### src/pkg/ebc_pkg.sv
// constants and types of the external bus cycle and ready controller
// Summary of operation
// - With no waitstates a cycle lasts 4, 6 or 6, and 8 half-clock units for demux normal, demux extended or mux normal, and mux extended latch.
// - Each cycle grows by two units per command waitstate (15 minus wait field) and two more when the tristate field is 0.
// - The falling edge of the read and all write strobes is delayed one unit when the region's strobe delay bit is set.
// - The rising edge of all write strobes comes one unit early when the region's early write bit is set, except where that would remove the only low unit.
// - The command phase is stretched by programmed command waitstates or by READY sampled inactive.
// - After the command strobe one tristate waitstate is added when the region selects it.
// - Read data are caught on the edge that raises the read strobe; the address holds until the next cycle start.
// - In synchronous READY mode no extra stage is added, and the outside drives READY in step with the reference clock.
// - In asynchronous READY mode an extra stage is added and every READY cycle has at least one waitstate.
// - READY high at a sample point adds a waitstate, READY low ends the running cycle.
// - A multiplexed cycle is followed by a mux waitstate; demux without tristate wait has no gap.
// - One period of the reference clock output is exactly two half-clock units.
// - During writes the address stays put until the write strobe is high again.
package ebc_pkg;

	// ---------------------------------------------------------------
	// widths
	// ---------------------------------------------------------------
	localparam int EBC_ADDR_W = 24;
	localparam int EBC_DATA_W = 16;
	localparam int EBC_CFG_W  = 11;
	localparam int EBC_REG_AW = 4;
	localparam int EBC_LEFT_W = 6;

	// ---------------------------------------------------------------
	// phase lengths in half-clock units
	// ---------------------------------------------------------------
	localparam logic [5:0] EBC_ALE_NORM_TCL  = 6'h01;
	localparam logic [5:0] EBC_ALE_EXT_TCL   = 6'h03;
	localparam logic [5:0] EBC_MUXA_TCL      = 6'h02;
	localparam logic [5:0] EBC_CMD_BASE_TCL  = 6'h02;
	localparam logic [5:0] EBC_END_TCL       = 6'h01;
	localparam logic [5:0] EBC_TRI_TCL       = 6'h02;
	localparam logic [5:0] EBC_MUXW_TCL      = 6'h02;
	localparam logic [5:0] EBC_SAMPLE_LEFT   = 6'h02;
	localparam logic [5:0] EBC_WAIT_RELOAD   = 6'h03;
	localparam logic [3:0] EBC_WAIT_FIELD_MAX = 4'hF;

	// ---------------------------------------------------------------
	// register map (plain port, word index)
	// ---------------------------------------------------------------
	localparam logic [3:0] EBC_OFS_CFG0   = 4'h0;
	localparam logic [3:0] EBC_OFS_STATUS = 4'h4;
	localparam logic [3:0] EBC_OFS_LENGTH = 4'h5;

	// region config fields
	localparam int EBC_F_WAIT_LO = 0;
	localparam int EBC_F_WAIT_HI = 3;
	localparam int EBC_F_TRI     = 4;
	localparam int EBC_F_ALE_EXT = 5;
	localparam int EBC_F_MUX     = 6;
	localparam int EBC_F_DELAY   = 7;
	localparam int EBC_F_EARLY   = 8;
	localparam int EBC_F_RDY_EN  = 9;
	localparam int EBC_F_RDY_ASY = 10;

	// no waits, no tristate wait, demux normal latch, no ready
	localparam logic [10:0] EBC_CFG_RESET = 11'h01F;

	typedef enum logic [2:0] {
		EBC_S_IDLE,
		EBC_S_ALE,
		EBC_S_MUXA,
		EBC_S_CMD,
		EBC_S_END,
		EBC_S_TRI,
		EBC_S_MUXW
	} ebc_state_t;

endpackage

### src/pkg/ebc_ready_if.sv
// ready path between the sequencer and the ready synchroniser
`timescale 1ns/100ps
interface ebc_ready_if;
	logic ready_n_pin;
	logic async_sel;
	logic ready_n_eff;

	modport seq  (output ready_n_pin, output async_sel, input ready_n_eff);
	modport sync (input ready_n_pin, input async_sel, output ready_n_eff);
endinterface

### src/verilog/ebc_ready_sync.sv
// ready input synchroniser with optional extra stage
`timescale 1ns/100ps
module ebc_ready_sync
	import ebc_pkg::*;
(
	// clock and reset
	input  wire logic       ref_clk,
	input  wire logic       rst_n,
	// ready path
	ebc_ready_if.sync       rdy
);

	logic meta_reg;
	logic sync_reg;
	logic extra_reg;

	// two flops for the pin; reset to not ready
	always_ff @(posedge ref_clk) begin
		if (!rst_n) begin
			meta_reg <= 1'b1;
			sync_reg <= 1'b1;
		end else begin
			meta_reg <= rdy.ready_n_pin;
			sync_reg <= meta_reg;
		end
	end

	always_ff @(posedge ref_clk) begin
		if (!rst_n) begin
			extra_reg <= 1'b1;
		end else begin
			extra_reg <= sync_reg;
		end
	end

	// sync mode skips the extra stage
	assign rdy.ready_n_eff = rdy.async_sel ? extra_reg : sync_reg;

endmodule

### src/verilog/ebc_bus_ctrl.sv
// external bus cycle sequencer with waitstates and ready control
`timescale 1ns/100ps
module ebc_bus_ctrl
	import ebc_pkg::*;
#(
	parameter int REGIONS = 4
) (
	// clock and reset
	input  wire logic                  ref_clk,
	input  wire logic                  rst_n,
	// register port
	input  wire logic [EBC_REG_AW-1:0] reg_addr,
	input  wire logic [EBC_DATA_W-1:0] reg_wdata,
	input  wire logic                  reg_wr,
	input  wire logic                  reg_rd,
	output logic      [EBC_DATA_W-1:0] reg_rdata,
	// on-chip request
	input  wire logic                  req_valid,
	input  wire logic                  req_write,
	input  wire logic [EBC_ADDR_W-1:0] req_addr,
	input  wire logic [EBC_DATA_W-1:0] req_wdata,
	input  wire logic [1:0]            req_be,
	input  wire logic [1:0]            req_region,
	output logic                       req_ready,
	output logic                       rsp_valid,
	output logic      [EBC_DATA_W-1:0] rsp_rdata,
	// external bus pins
	output logic                       bus_reference_clock_out,
	output logic      [EBC_ADDR_W-1:0] addr_out,
	input  wire logic [EBC_DATA_W-1:0] ad_i,
	output logic      [EBC_DATA_W-1:0] ad_o,
	output logic                       ad_oe,
	output logic                       ale,
	output logic                       read_n,
	output logic                       write_n,
	output logic                       write_low_byte_n,
	output logic                       write_high_byte_n,
	output logic                       write_select_n,
	output logic                       read_select_n,
	output logic                       upper_byte_enable_n,
	input  wire logic                  ready_n
);

	// ---------------------------------------------------------------
	// declarations
	// ---------------------------------------------------------------
	logic [EBC_CFG_W-1:0]  cfg_reg [REGIONS];
	logic [EBC_CFG_W-1:0]  cur_cfg_reg;
	logic [EBC_CFG_W-1:0]  sel_cfg;
	ebc_state_t            state_reg;
	ebc_state_t            state_next;
	logic [EBC_LEFT_W-1:0] left_reg;
	logic [EBC_LEFT_W-1:0] left_next;
	logic                  force_wait_reg;
	logic                  force_wait_next;
	logic                  write_reg;
	logic [EBC_ADDR_W-1:0] addr_reg;
	logic [EBC_DATA_W-1:0] wdata_reg;
	logic [1:0]            be_reg;
	logic [7:0]            len_cnt_reg;
	logic [7:0]            len_last_reg;
	logic                  start;
	logic                  rd_strobe_next;
	logic                  wr_strobe_next;
	logic                  is_mux;

	ebc_ready_if rdy_if ();

	ebc_ready_sync u_ready_sync (
		.ref_clk (ref_clk),
		.rst_n   (rst_n),
		.rdy     (rdy_if.sync)
	);

	assign rdy_if.ready_n_pin = ready_n;
	assign rdy_if.async_sel   = cur_cfg_reg[EBC_F_RDY_ASY];
	assign start              = req_valid && req_ready;
	assign sel_cfg            = cfg_reg[req_region];
	assign is_mux             = cur_cfg_reg[EBC_F_MUX];

	// ---------------------------------------------------------------
	// phase length helpers
	// ---------------------------------------------------------------
	// two units per command waitstate
	function automatic logic [EBC_LEFT_W-1:0] cmd_len(input logic [EBC_CFG_W-1:0] c);
		logic [3:0] waits;
		waits = EBC_WAIT_FIELD_MAX - c[EBC_F_WAIT_HI:EBC_F_WAIT_LO];
		return EBC_CMD_BASE_TCL + {1'b0, waits, 1'b0};
	endfunction

	// ---------------------------------------------------------------
	// register port
	// ---------------------------------------------------------------
	// config writes; the sequencer copies its region at cycle start
	always_ff @(posedge ref_clk) begin
		if (!rst_n) begin
			for (int i = 0; i < REGIONS; i++) begin
				cfg_reg[i] <= EBC_CFG_RESET;
			end
		end else if (reg_wr) begin
			for (int i = 0; i < REGIONS; i++) begin
				if (reg_addr == EBC_OFS_CFG0 + EBC_REG_AW'(i)) begin
					cfg_reg[i] <= reg_wdata[EBC_CFG_W-1:0];
				end
			end
		end
	end

	// read data one cycle after the strobe, zero otherwise
	always_ff @(posedge ref_clk) begin
		if (!rst_n) begin
			reg_rdata <= '0;
		end else begin
			reg_rdata <= '0;
			if (reg_rd) begin
				for (int i = 0; i < REGIONS; i++) begin
					if (reg_addr == EBC_OFS_CFG0 + EBC_REG_AW'(i)) begin
						reg_rdata <= {{(EBC_DATA_W-EBC_CFG_W){1'b0}}, cfg_reg[i]};
					end
				end
				if (reg_addr == EBC_OFS_STATUS) begin
					reg_rdata <= {11'h000, rdy_if.ready_n_eff, state_reg != EBC_S_IDLE, 3'(state_reg)};
				end
				if (reg_addr == EBC_OFS_LENGTH) begin
					reg_rdata <= {8'h00, len_last_reg};
				end
			end
		end
	end

	// ---------------------------------------------------------------
	// cycle sequencer
	// ---------------------------------------------------------------
	// address, latch, command, data order
	always_comb begin
		state_next      = state_reg;
		left_next       = left_reg - 6'h01;
		force_wait_next = force_wait_reg;
		case (state_reg)
			EBC_S_IDLE: begin
				left_next = left_reg;
				if (start) begin
					state_next      = EBC_S_ALE;
					left_next       = sel_cfg[EBC_F_ALE_EXT] ? EBC_ALE_EXT_TCL : EBC_ALE_NORM_TCL;
					force_wait_next = sel_cfg[EBC_F_RDY_EN] && sel_cfg[EBC_F_RDY_ASY];
				end
			end
			EBC_S_ALE: begin
				if (left_reg == 6'h01) begin
					// mux adds an address hold phase
					state_next = is_mux ? EBC_S_MUXA : EBC_S_CMD;
					left_next  = is_mux ? EBC_MUXA_TCL : cmd_len(cur_cfg_reg);
				end
			end
			EBC_S_MUXA: begin
				if (left_reg == 6'h01) begin
					state_next = EBC_S_CMD;
					left_next  = cmd_len(cur_cfg_reg);
				end
			end
			EBC_S_CMD: begin
				// ready high at the sample point adds a wait
				if (left_reg == EBC_SAMPLE_LEFT && cur_cfg_reg[EBC_F_RDY_EN]) begin
					force_wait_next = 1'b0;
					// stretch command phase by two units
					if (rdy_if.ready_n_eff || force_wait_reg) begin
						left_next = EBC_WAIT_RELOAD;
					end
				end else if (left_reg == 6'h01) begin
					state_next = EBC_S_END;
					left_next  = EBC_END_TCL;
				end
			end
			EBC_S_END: begin
				if (left_reg == 6'h01) begin
					// tristate wait when field is zero
					if (!cur_cfg_reg[EBC_F_TRI]) begin
						state_next = EBC_S_TRI;
						left_next  = EBC_TRI_TCL;
					end else if (is_mux) begin
						state_next = EBC_S_MUXW;
						left_next  = EBC_MUXW_TCL;
					end else begin
						state_next = EBC_S_IDLE;
					end
				end
			end
			EBC_S_TRI: begin
				if (left_reg == 6'h01) begin
					state_next = is_mux ? EBC_S_MUXW : EBC_S_IDLE;
					left_next  = EBC_MUXW_TCL;
				end
			end
			EBC_S_MUXW: begin
				// mux gap before the next cycle
				if (left_reg == 6'h01) begin
					state_next = EBC_S_IDLE;
				end
			end
			default: begin
				state_next = EBC_S_IDLE;
				left_next  = '0;
			end
		endcase
	end

	// state and phase counter
	always_ff @(posedge ref_clk) begin
		if (!rst_n) begin
			state_reg      <= EBC_S_IDLE;
			left_reg       <= '0;
			force_wait_reg <= 1'b0;
		end else begin
			state_reg      <= state_next;
			left_reg       <= left_next;
			force_wait_reg <= force_wait_next;
		end
	end

	// request capture; held for the whole cycle
	always_ff @(posedge ref_clk) begin
		if (!rst_n) begin
			cur_cfg_reg <= EBC_CFG_RESET;
			write_reg   <= 1'b0;
			addr_reg    <= '0;
			wdata_reg   <= '0;
			be_reg      <= 2'h0;
		end else if (start) begin
			cur_cfg_reg <= sel_cfg;
			write_reg   <= req_write;
			addr_reg    <= req_addr;
			wdata_reg   <= req_wdata;
			be_reg      <= req_be;
		end
	end

	// cycle length in units, latch to idle gap excluded
	always_ff @(posedge ref_clk) begin
		if (!rst_n) begin
			len_cnt_reg  <= 8'h00;
			len_last_reg <= 8'h00;
		end else if (state_next == EBC_S_ALE && state_reg == EBC_S_IDLE) begin
			len_cnt_reg <= 8'h01;
		end else if (state_next inside {EBC_S_ALE, EBC_S_MUXA, EBC_S_CMD, EBC_S_END, EBC_S_TRI}) begin
			len_cnt_reg <= len_cnt_reg + 8'h01;
		end else if (state_reg inside {EBC_S_END, EBC_S_TRI}) begin
			len_last_reg <= len_cnt_reg;
		end
	end

	// ---------------------------------------------------------------
	// strobes
	// ---------------------------------------------------------------
	always_comb begin
		rd_strobe_next = 1'b0;
		wr_strobe_next = 1'b0;
		if (state_next == EBC_S_CMD) begin
			// delayed falling edge skips the first unit
			if (!(cur_cfg_reg[EBC_F_DELAY] && state_reg != EBC_S_CMD)) begin
				rd_strobe_next = !write_reg;
				wr_strobe_next = write_reg;
			end
			// early write ends one unit sooner, but never cuts the only low unit
			// (delay plus early with no waits would otherwise leave a write without a strobe)
			if (cur_cfg_reg[EBC_F_EARLY] && left_next == 6'h01 && !write_n) begin
				wr_strobe_next = 1'b0;
			end
		end
	end

	// strobe pins, registered from the next state
	always_ff @(posedge ref_clk) begin
		if (!rst_n) begin
			read_n            <= 1'b1;
			read_select_n     <= 1'b1;
			write_n           <= 1'b1;
			write_select_n    <= 1'b1;
			write_low_byte_n  <= 1'b1;
			write_high_byte_n <= 1'b1;
			ale               <= 1'b0;
		end else begin
			read_n            <= !rd_strobe_next;
			read_select_n     <= !rd_strobe_next;
			write_n           <= !wr_strobe_next;
			write_select_n    <= !wr_strobe_next;
			write_low_byte_n  <= !(wr_strobe_next && be_reg[0]);
			write_high_byte_n <= !(wr_strobe_next && be_reg[1]);
			ale               <= state_next == EBC_S_ALE;
		end
	end

	// ---------------------------------------------------------------
	// address and data pins
	// ---------------------------------------------------------------
	// address changes only at a new cycle start
	always_ff @(posedge ref_clk) begin
		if (!rst_n) begin
			addr_out            <= '0;
			upper_byte_enable_n <= 1'b1;
		end else if (start) begin
			addr_out            <= req_addr;
			upper_byte_enable_n <= !req_be[1];
		end
	end

	// mux drives address then data on the shared port
	always_ff @(posedge ref_clk) begin
		if (!rst_n) begin
			ad_o  <= '0;
			ad_oe <= 1'b0;
		end else begin
			ad_o  <= '0;
			ad_oe <= 1'b0;
			if (state_next inside {EBC_S_ALE, EBC_S_MUXA} && (start ? sel_cfg[EBC_F_MUX] : is_mux)) begin
				ad_o  <= start ? req_addr[EBC_DATA_W-1:0] : addr_reg[EBC_DATA_W-1:0];
				ad_oe <= 1'b1;
			end else if (state_next inside {EBC_S_CMD, EBC_S_END} && write_reg) begin
				ad_o  <= wdata_reg;
				ad_oe <= 1'b1;
			end
		end
	end

	// ---------------------------------------------------------------
	// request handshake and read data
	// ---------------------------------------------------------------
	always_ff @(posedge ref_clk) begin
		if (!rst_n) begin
			req_ready <= 1'b0;
			rsp_valid <= 1'b0;
			rsp_rdata <= '0;
		end else begin
			req_ready <= state_next == EBC_S_IDLE && !start;
			rsp_valid <= state_reg == EBC_S_CMD && state_next == EBC_S_END;
			// catch data on the strobe's rising edge
			if (state_reg == EBC_S_CMD && state_next == EBC_S_END && !write_reg) begin
				rsp_rdata <= ad_i;
			end
		end
	end

	// reference clock period is two units
	always_ff @(posedge ref_clk) begin
		if (!rst_n) begin
			bus_reference_clock_out <= 1'b0;
		end else begin
			bus_reference_clock_out <= !bus_reference_clock_out;
		end
	end

endmodule

### config.mk
export PLATFORM = sky130hd
export DESIGN_NAME = ebc_bus_ctrl
export DESIGN_NICKNAME = d
export VERILOG_FILES = /design/src/pkg/ebc_pkg.sv /design/src/pkg/ebc_ready_if.sv /design/src/verilog/ebc_ready_sync.sv /design/src/verilog/ebc_bus_ctrl.sv
export SDC_FILE = /design/constraint.sdc
export NUM_CORES = 1
export LEC_CHECK = 0
export ABC_CLOCK_PERIOD_IN_PS = 2900
export BUFFER_PORTS_ARGS = -buffer_cell sky130_fd_sc_hd__clkbuf_2
export CAP_MARGIN = 25
export CORE_UTILIZATION = 48
export CTS_CLUSTER_SIZE = 40
export DETAILED_ROUTE_END_ITERATION = 10
export PLACE_DENSITY = 0.72
export SYNTH_ARGS = -nofsm -noshare
export SYNTH_HDL_FRONTEND = slang
export SYNTH_SLANG_ARGS = --single-unit
### constraint.sdc
create_clock -name ref_clk -period 2.9 [get_ports ref_clk]
set_input_delay 0 -clock ref_clk [delete_from_list [all_inputs] [get_ports ref_clk]]
set_output_delay 0 -clock ref_clk [all_outputs]
set_load 0.005 [all_outputs]
Word level (Yosys, flattened, before mapping). Memories as Yosys holds them, arrays and structs flattened. Cells that the tools add are included.

Memory bits (writable): 44. Input bits: 87. Memories kept: 1. Output and inout port bits: 84. Latch bits: 0. Word-level logic and storage cells: 173. Bits in read-only memories: 0. Flip-flop bits (word level): 141.

Shifts and indexed selects: 0. Magnitude comparators: 0. Muxes and demuxes: 69. $mul: 0. Add/subtract/negate cells: 4. Eq/ne operators: 22. Divide/modulo/power cells: 0. Bitwise logic cells: 8. Reductions and logical operators: 40.

Memory list: cfg_reg (words 4, width 11, rd ports 5, clocked after memory_dff 0, write ports 4, line ebc_bus_ctrl.sv:47) `logic [EBC_CFG_W-1:0] cfg_reg [REGIONS];`.

Operators with widths (number): $mux 11 (8); $mux 6 (11); $mux 16 (3); $pmux 6 s7 (1); $mux 1 (31); $mux 3 (10); $pmux 3 s7 (1); $mux 8 (2); $eq 3x3->1 const B (5); $logic_and 1x1->1 (14); $eq 3x2->1 const B (4); $eq 6x1->1 const B (2); $reduce_bool 2->1 (5); $logic_not 1->1 (9); $add 8x1->8 const B (1); $eq 4x2->1 const B (2); $eq 4x3->1 const B (2); $reduce_or 7->1 (1); $add 2x5->6 const A (1); $eq 3x1->1 const B (2); $eq 6x2->1 const B (1); $logic_not 3->1 (2); $reduce_and 3->1 (2); $sub 6x1->6 const B (1); other kinds (15) (22).

Logic depth before layout (Yosys ltp).
Word-level depth: 12. Mapped depth: 11. Gate-level depth less buffers: 8.

By module. A second synthesis with hierarchy kept.

Cell total of the unflattened synthesis: 819. Area, all modules: 7822.5 um2.

Modules (own cells, without submodules): ebc_bus_ctrl (times used 1, area each 7728.7 um2, cells each 812); ebc_ready_sync (times used 1, area each 93.8 um2, cells each 7).

Worst setup path before layout. Ideal clock, no wire load.

Path kind: reg2reg. Start: reg left_reg[1]. End: reg ad_o[10]. Arrival: 2.414 ns. Setup time: 0.088 ns. Stages on the path, launching flop included: 11. Data required time: 2.812 ns. Path slack: 0.398 ns. Path buffers: 2. Cell sequence: dfxtp_1 inv_1 ha_1 clkbuf_1 inv_1 or4_4 a221o_2 o21ai_2 nand3_4 buf_6 o32ai_2.

Word-level cells in the longest chain between the ends: 9. Elaborated cells on any way between the ends: 21. Classes of those cells: eq/ne (6); mux (10); reduce/logical (5).

Ends and longest elaborated chain: start: declaration (line ebc_bus_ctrl.sv:52) `logic [EBC_LEFT_W-1:0] left_reg;`; start signal: assignment (line ebc_bus_ctrl.sv:215) `left_reg <= left_next;`; $eq 6x1->1 / $eq 6x2->1 (equally long branches); $mux 3 / $logic_and 1x1->1 (equally long branches) (line ebc_bus_ctrl.sv:169, ebc_bus_ctrl.sv:163); $mux 3 (line ebc_bus_ctrl.sv:163) `if (left_reg == EBC_SAMPLE_LEFT && cur_cfg_reg[EBC_F_RDY_EN]) begin`; $pmux 3 s7 * (line ebc_bus_ctrl.sv:139) `case (state_reg)`; $eq 3x2->1 / $eq 3x3->1 (equally long branches) (line ebc_bus_ctrl.sv:317) `end else if (state_next inside {EBC_S_CMD, EBC_S_END} && write_reg) begin`; $reduce_bool 2->1 (line ebc_bus_ctrl.sv:317); $logic_and 1x1->1 (line ebc_bus_ctrl.sv:317); $mux 16 (line ebc_bus_ctrl.sv:317); $mux 16 * (line ebc_bus_ctrl.sv:314) `if (state_next inside {EBC_S_ALE, EBC_S_MUXA} && (start ? sel_cfg[EBC_F_MUX] : is_mux)) begin`; end signal: assignment (line ebc_bus_ctrl.sv:315) `ad_o <= start ? req_addr[EBC_DATA_W-1:0] : addr_reg[EBC_DATA_W-1:0];`; end signal: assignment (line ebc_bus_ctrl.sv:318) `ad_o <= wdata_reg;`; end: declaration (line ebc_bus_ctrl.sv:31) `output logic [EBC_DATA_W-1:0] ad_o,`.

Mark *: on every way between the ends. The rest lies on a longest branch, timed or not. A chain may end at the register's enable or synchronous reset.

Worst setup path in the final report.
Start: reg left_reg[5]. End: reg ad_o[0].

The elaborated chain is that of the path after synthesis.

==> results.ini <==
[clocking]
path_clk_slew_ps=70
ctsResizeCount=0
clock_latency_ps=440
htreeDepth=4
ctsRootBufferMaster=clkbuf_16
cts_tree=yes
cts_buffers=17
clock_path_buffers=2
numClockSinks=179

[finish]
fillCellCount=1376
nets=1121
layout-drive-gt1-share_pct=26.97
layout_commonest_cell=clkbuf_2
mostFrequentLayoutCells=clkbuf_2, nand2_1, dfxtp_1
largest_reg_flops=44
syn_to_final_growth_pct=29.09

[global_route]
grt_max_degree=46
grt_overflow_total=0
grt_pass1_vias=6786
grt_usage_pct=25.04
grt_pass1_wl_um=34140
antenna_found_initial=1

[run_status]
status=complete, no violations

[worst_setup_path]
cp_max_fo=17
critPathCaptureType=flop
crit_path_start_kind=flop
worstPathRequired_ps=3180
worstSetupPathType=reg2reg
crit_arrival_ps=3020
r2r_slack_ps=170

[synthesis]
seq_area_frac_synth_pct=49.89
synth.distinct_cells=79
synth-edff-count=44
netlist_top_cells_area=dfxtp_1, edfxtp_1, nand2_1, mux4_2, a21oi_1
yosys_register_bits=179
synth.top_cell.area_share_pct=33.51
synthFlopType=dfxtp_1
yosysTopAreaCell=dfxtp_1
ys_async_sr_fraction_pct=0
netlist_area_um2=8065
postSynthAreaPerCell_um2=10.06
yosysWarnings=0
synthCells=802

[die]
rows=47
start_util_pct=48.98
die_y_um=131.6
die_area_um2=17330
core-area_um2=16470
die_w_um=131.6
io_pins=171

[timing]
setup_viol=0
hold_violations=0
worstMarginPinSlew_ps=755.1
layout_setup_ws_ps=165.8
fmaxAchievable_mhz=365.7
clock_skew_ps=17.94
drv_slew=0
tns_ps=0
relSlewSlack_pct=49.59
final.min_clock_period_ps=2734
min_period_over_period_pct=94.28
rsz0062_at_grt=no

[pwr]
p_per_area_nw_per_um2=676.8
peakVddDrop_v=0.0005033
p_leak_nw=3.991
total_power_mw=7.046

[routing]
first_iter_violations=430
post_drt_wl_per_cell_um=16.74
via_per_inst=5.457
ant_nets=0
drc=0
vias=6892
routed_wl_um=21140
dr.pass1.iters=5

[place]
dpl.hpwl_um=13740
io_buffers=160
place_congestion=0.8333
dp_slack_ps=183.4

[worst_hold_path]
hold_path_class=in2reg

[job]
cap_violations=0

per-stage QoR:
stage               area [µm²]  hold WS [ps]  util [%]  instances
finish                   10410         10.24     63.23       1263
global route             10410         22.72     63.23       1263
CTS                      10410         1.547     63.21       1262
detailed placement        9074         200.2     55.11       1155
global placement          9074         197.0     55.11       1155
floorplan                 8080         76.78         -        806
final timing paths:
kind	from	to	depth (start not counted)
setup / recovery	left_reg[5]	ad_o[0]	6
hold / removal	reg_addr[2]	reg_rdata[4]	4
setup reg to reg	left_reg[5]	ad_o[0]	6
hold reg to reg	u_ready_sync.meta_reg	u_ready_sync.sync_reg	1
final cells by class:
| class | count | area (µm²) | area share [%] |
|---|---|---|---|
| Timing Repair Buffer | 261 | 1747 | 16.78 |
| Clock inverter | 15 | 158.9 | 1.526 |
| Antenna cell | 1 | 2.502 | 0.02404 |
| Inverter | 13 | 48.80 | 0.4687 |
| Clock buffer | 17 | 425.4 | 4.086 |
| Multi-Input combinational cell | 557 | 3730 | 35.83 |
| Tap cell | 220 | 275.3 | 2.644 |
| Sequential cell | 179 | 4024 | 38.65 |
cell usage after synthesis, types with 4 or more instances:
master    number
dfxtp_1      135
buf_4          7
nand4_1        9
mux4_2        17
edfxtp_1      44
o31ai_1        7
nor2_1        45
buf_1          4
o32ai_2       10
nor3b_1        5
clkbuf_1      40
mux2i_1       20
nand2b_1      12
o32ai_1        7
a21oi_1       67
nor2b_1       12
or3_1         17
nor4_4         4
and2_1        31
buf_6          5
inv_1         13
o211ai_1       9
a22oi_1        5
nor3_1         9
nand3_1       10
a31o_2         4
mux2_2         4
ha_1           5
nand2_1      154
o21ai_1        4
o21ai_0        9
a22o_1         7
routing by layer:
metal / GRT usage [%] / vias up / part of all wire, %
li1: - / 3341 / -
met5: 0 / - / 0
met1: 29.93 / 3278 / 41
met4: 11.18 / 0 / 3.2
met3: 4.900 / 49 / 4.9
met2: 43.47 / 224 / 51
power breakdown:
part	internal, mW	switching (mW)	total, mW
clock	1.15	1.10	2.25
sequential	2.76	0.177	2.94
combinational	0.778	1.08	1.86
worst max-delay path, cell delays in order (launching register included):
cell,delay (ps)
dfxtp_1,370
or4_4,620
or4_4,470
a221oi_4,340
nor4_4,100
a21oi_4,520
o32ai_1,150
logic make-up after synthesis:
family,Yosys count,synth area share [%]
simple gates,331,20.82
buf+inv,70,4.064
other cells,1,0.04650
compound gates,170,16.07
mux,41,7.788
flops,179,49.89
xor+xnor,5,0.5431
fa+ha+maj,5,0.7757
what timing repair did:
action                    in CTS  in global routing
hold buffers                  75                  0
hold endpoints to repair     124                  0
buffers inserted               0                  0
Power figures use the tool's default switching activity.
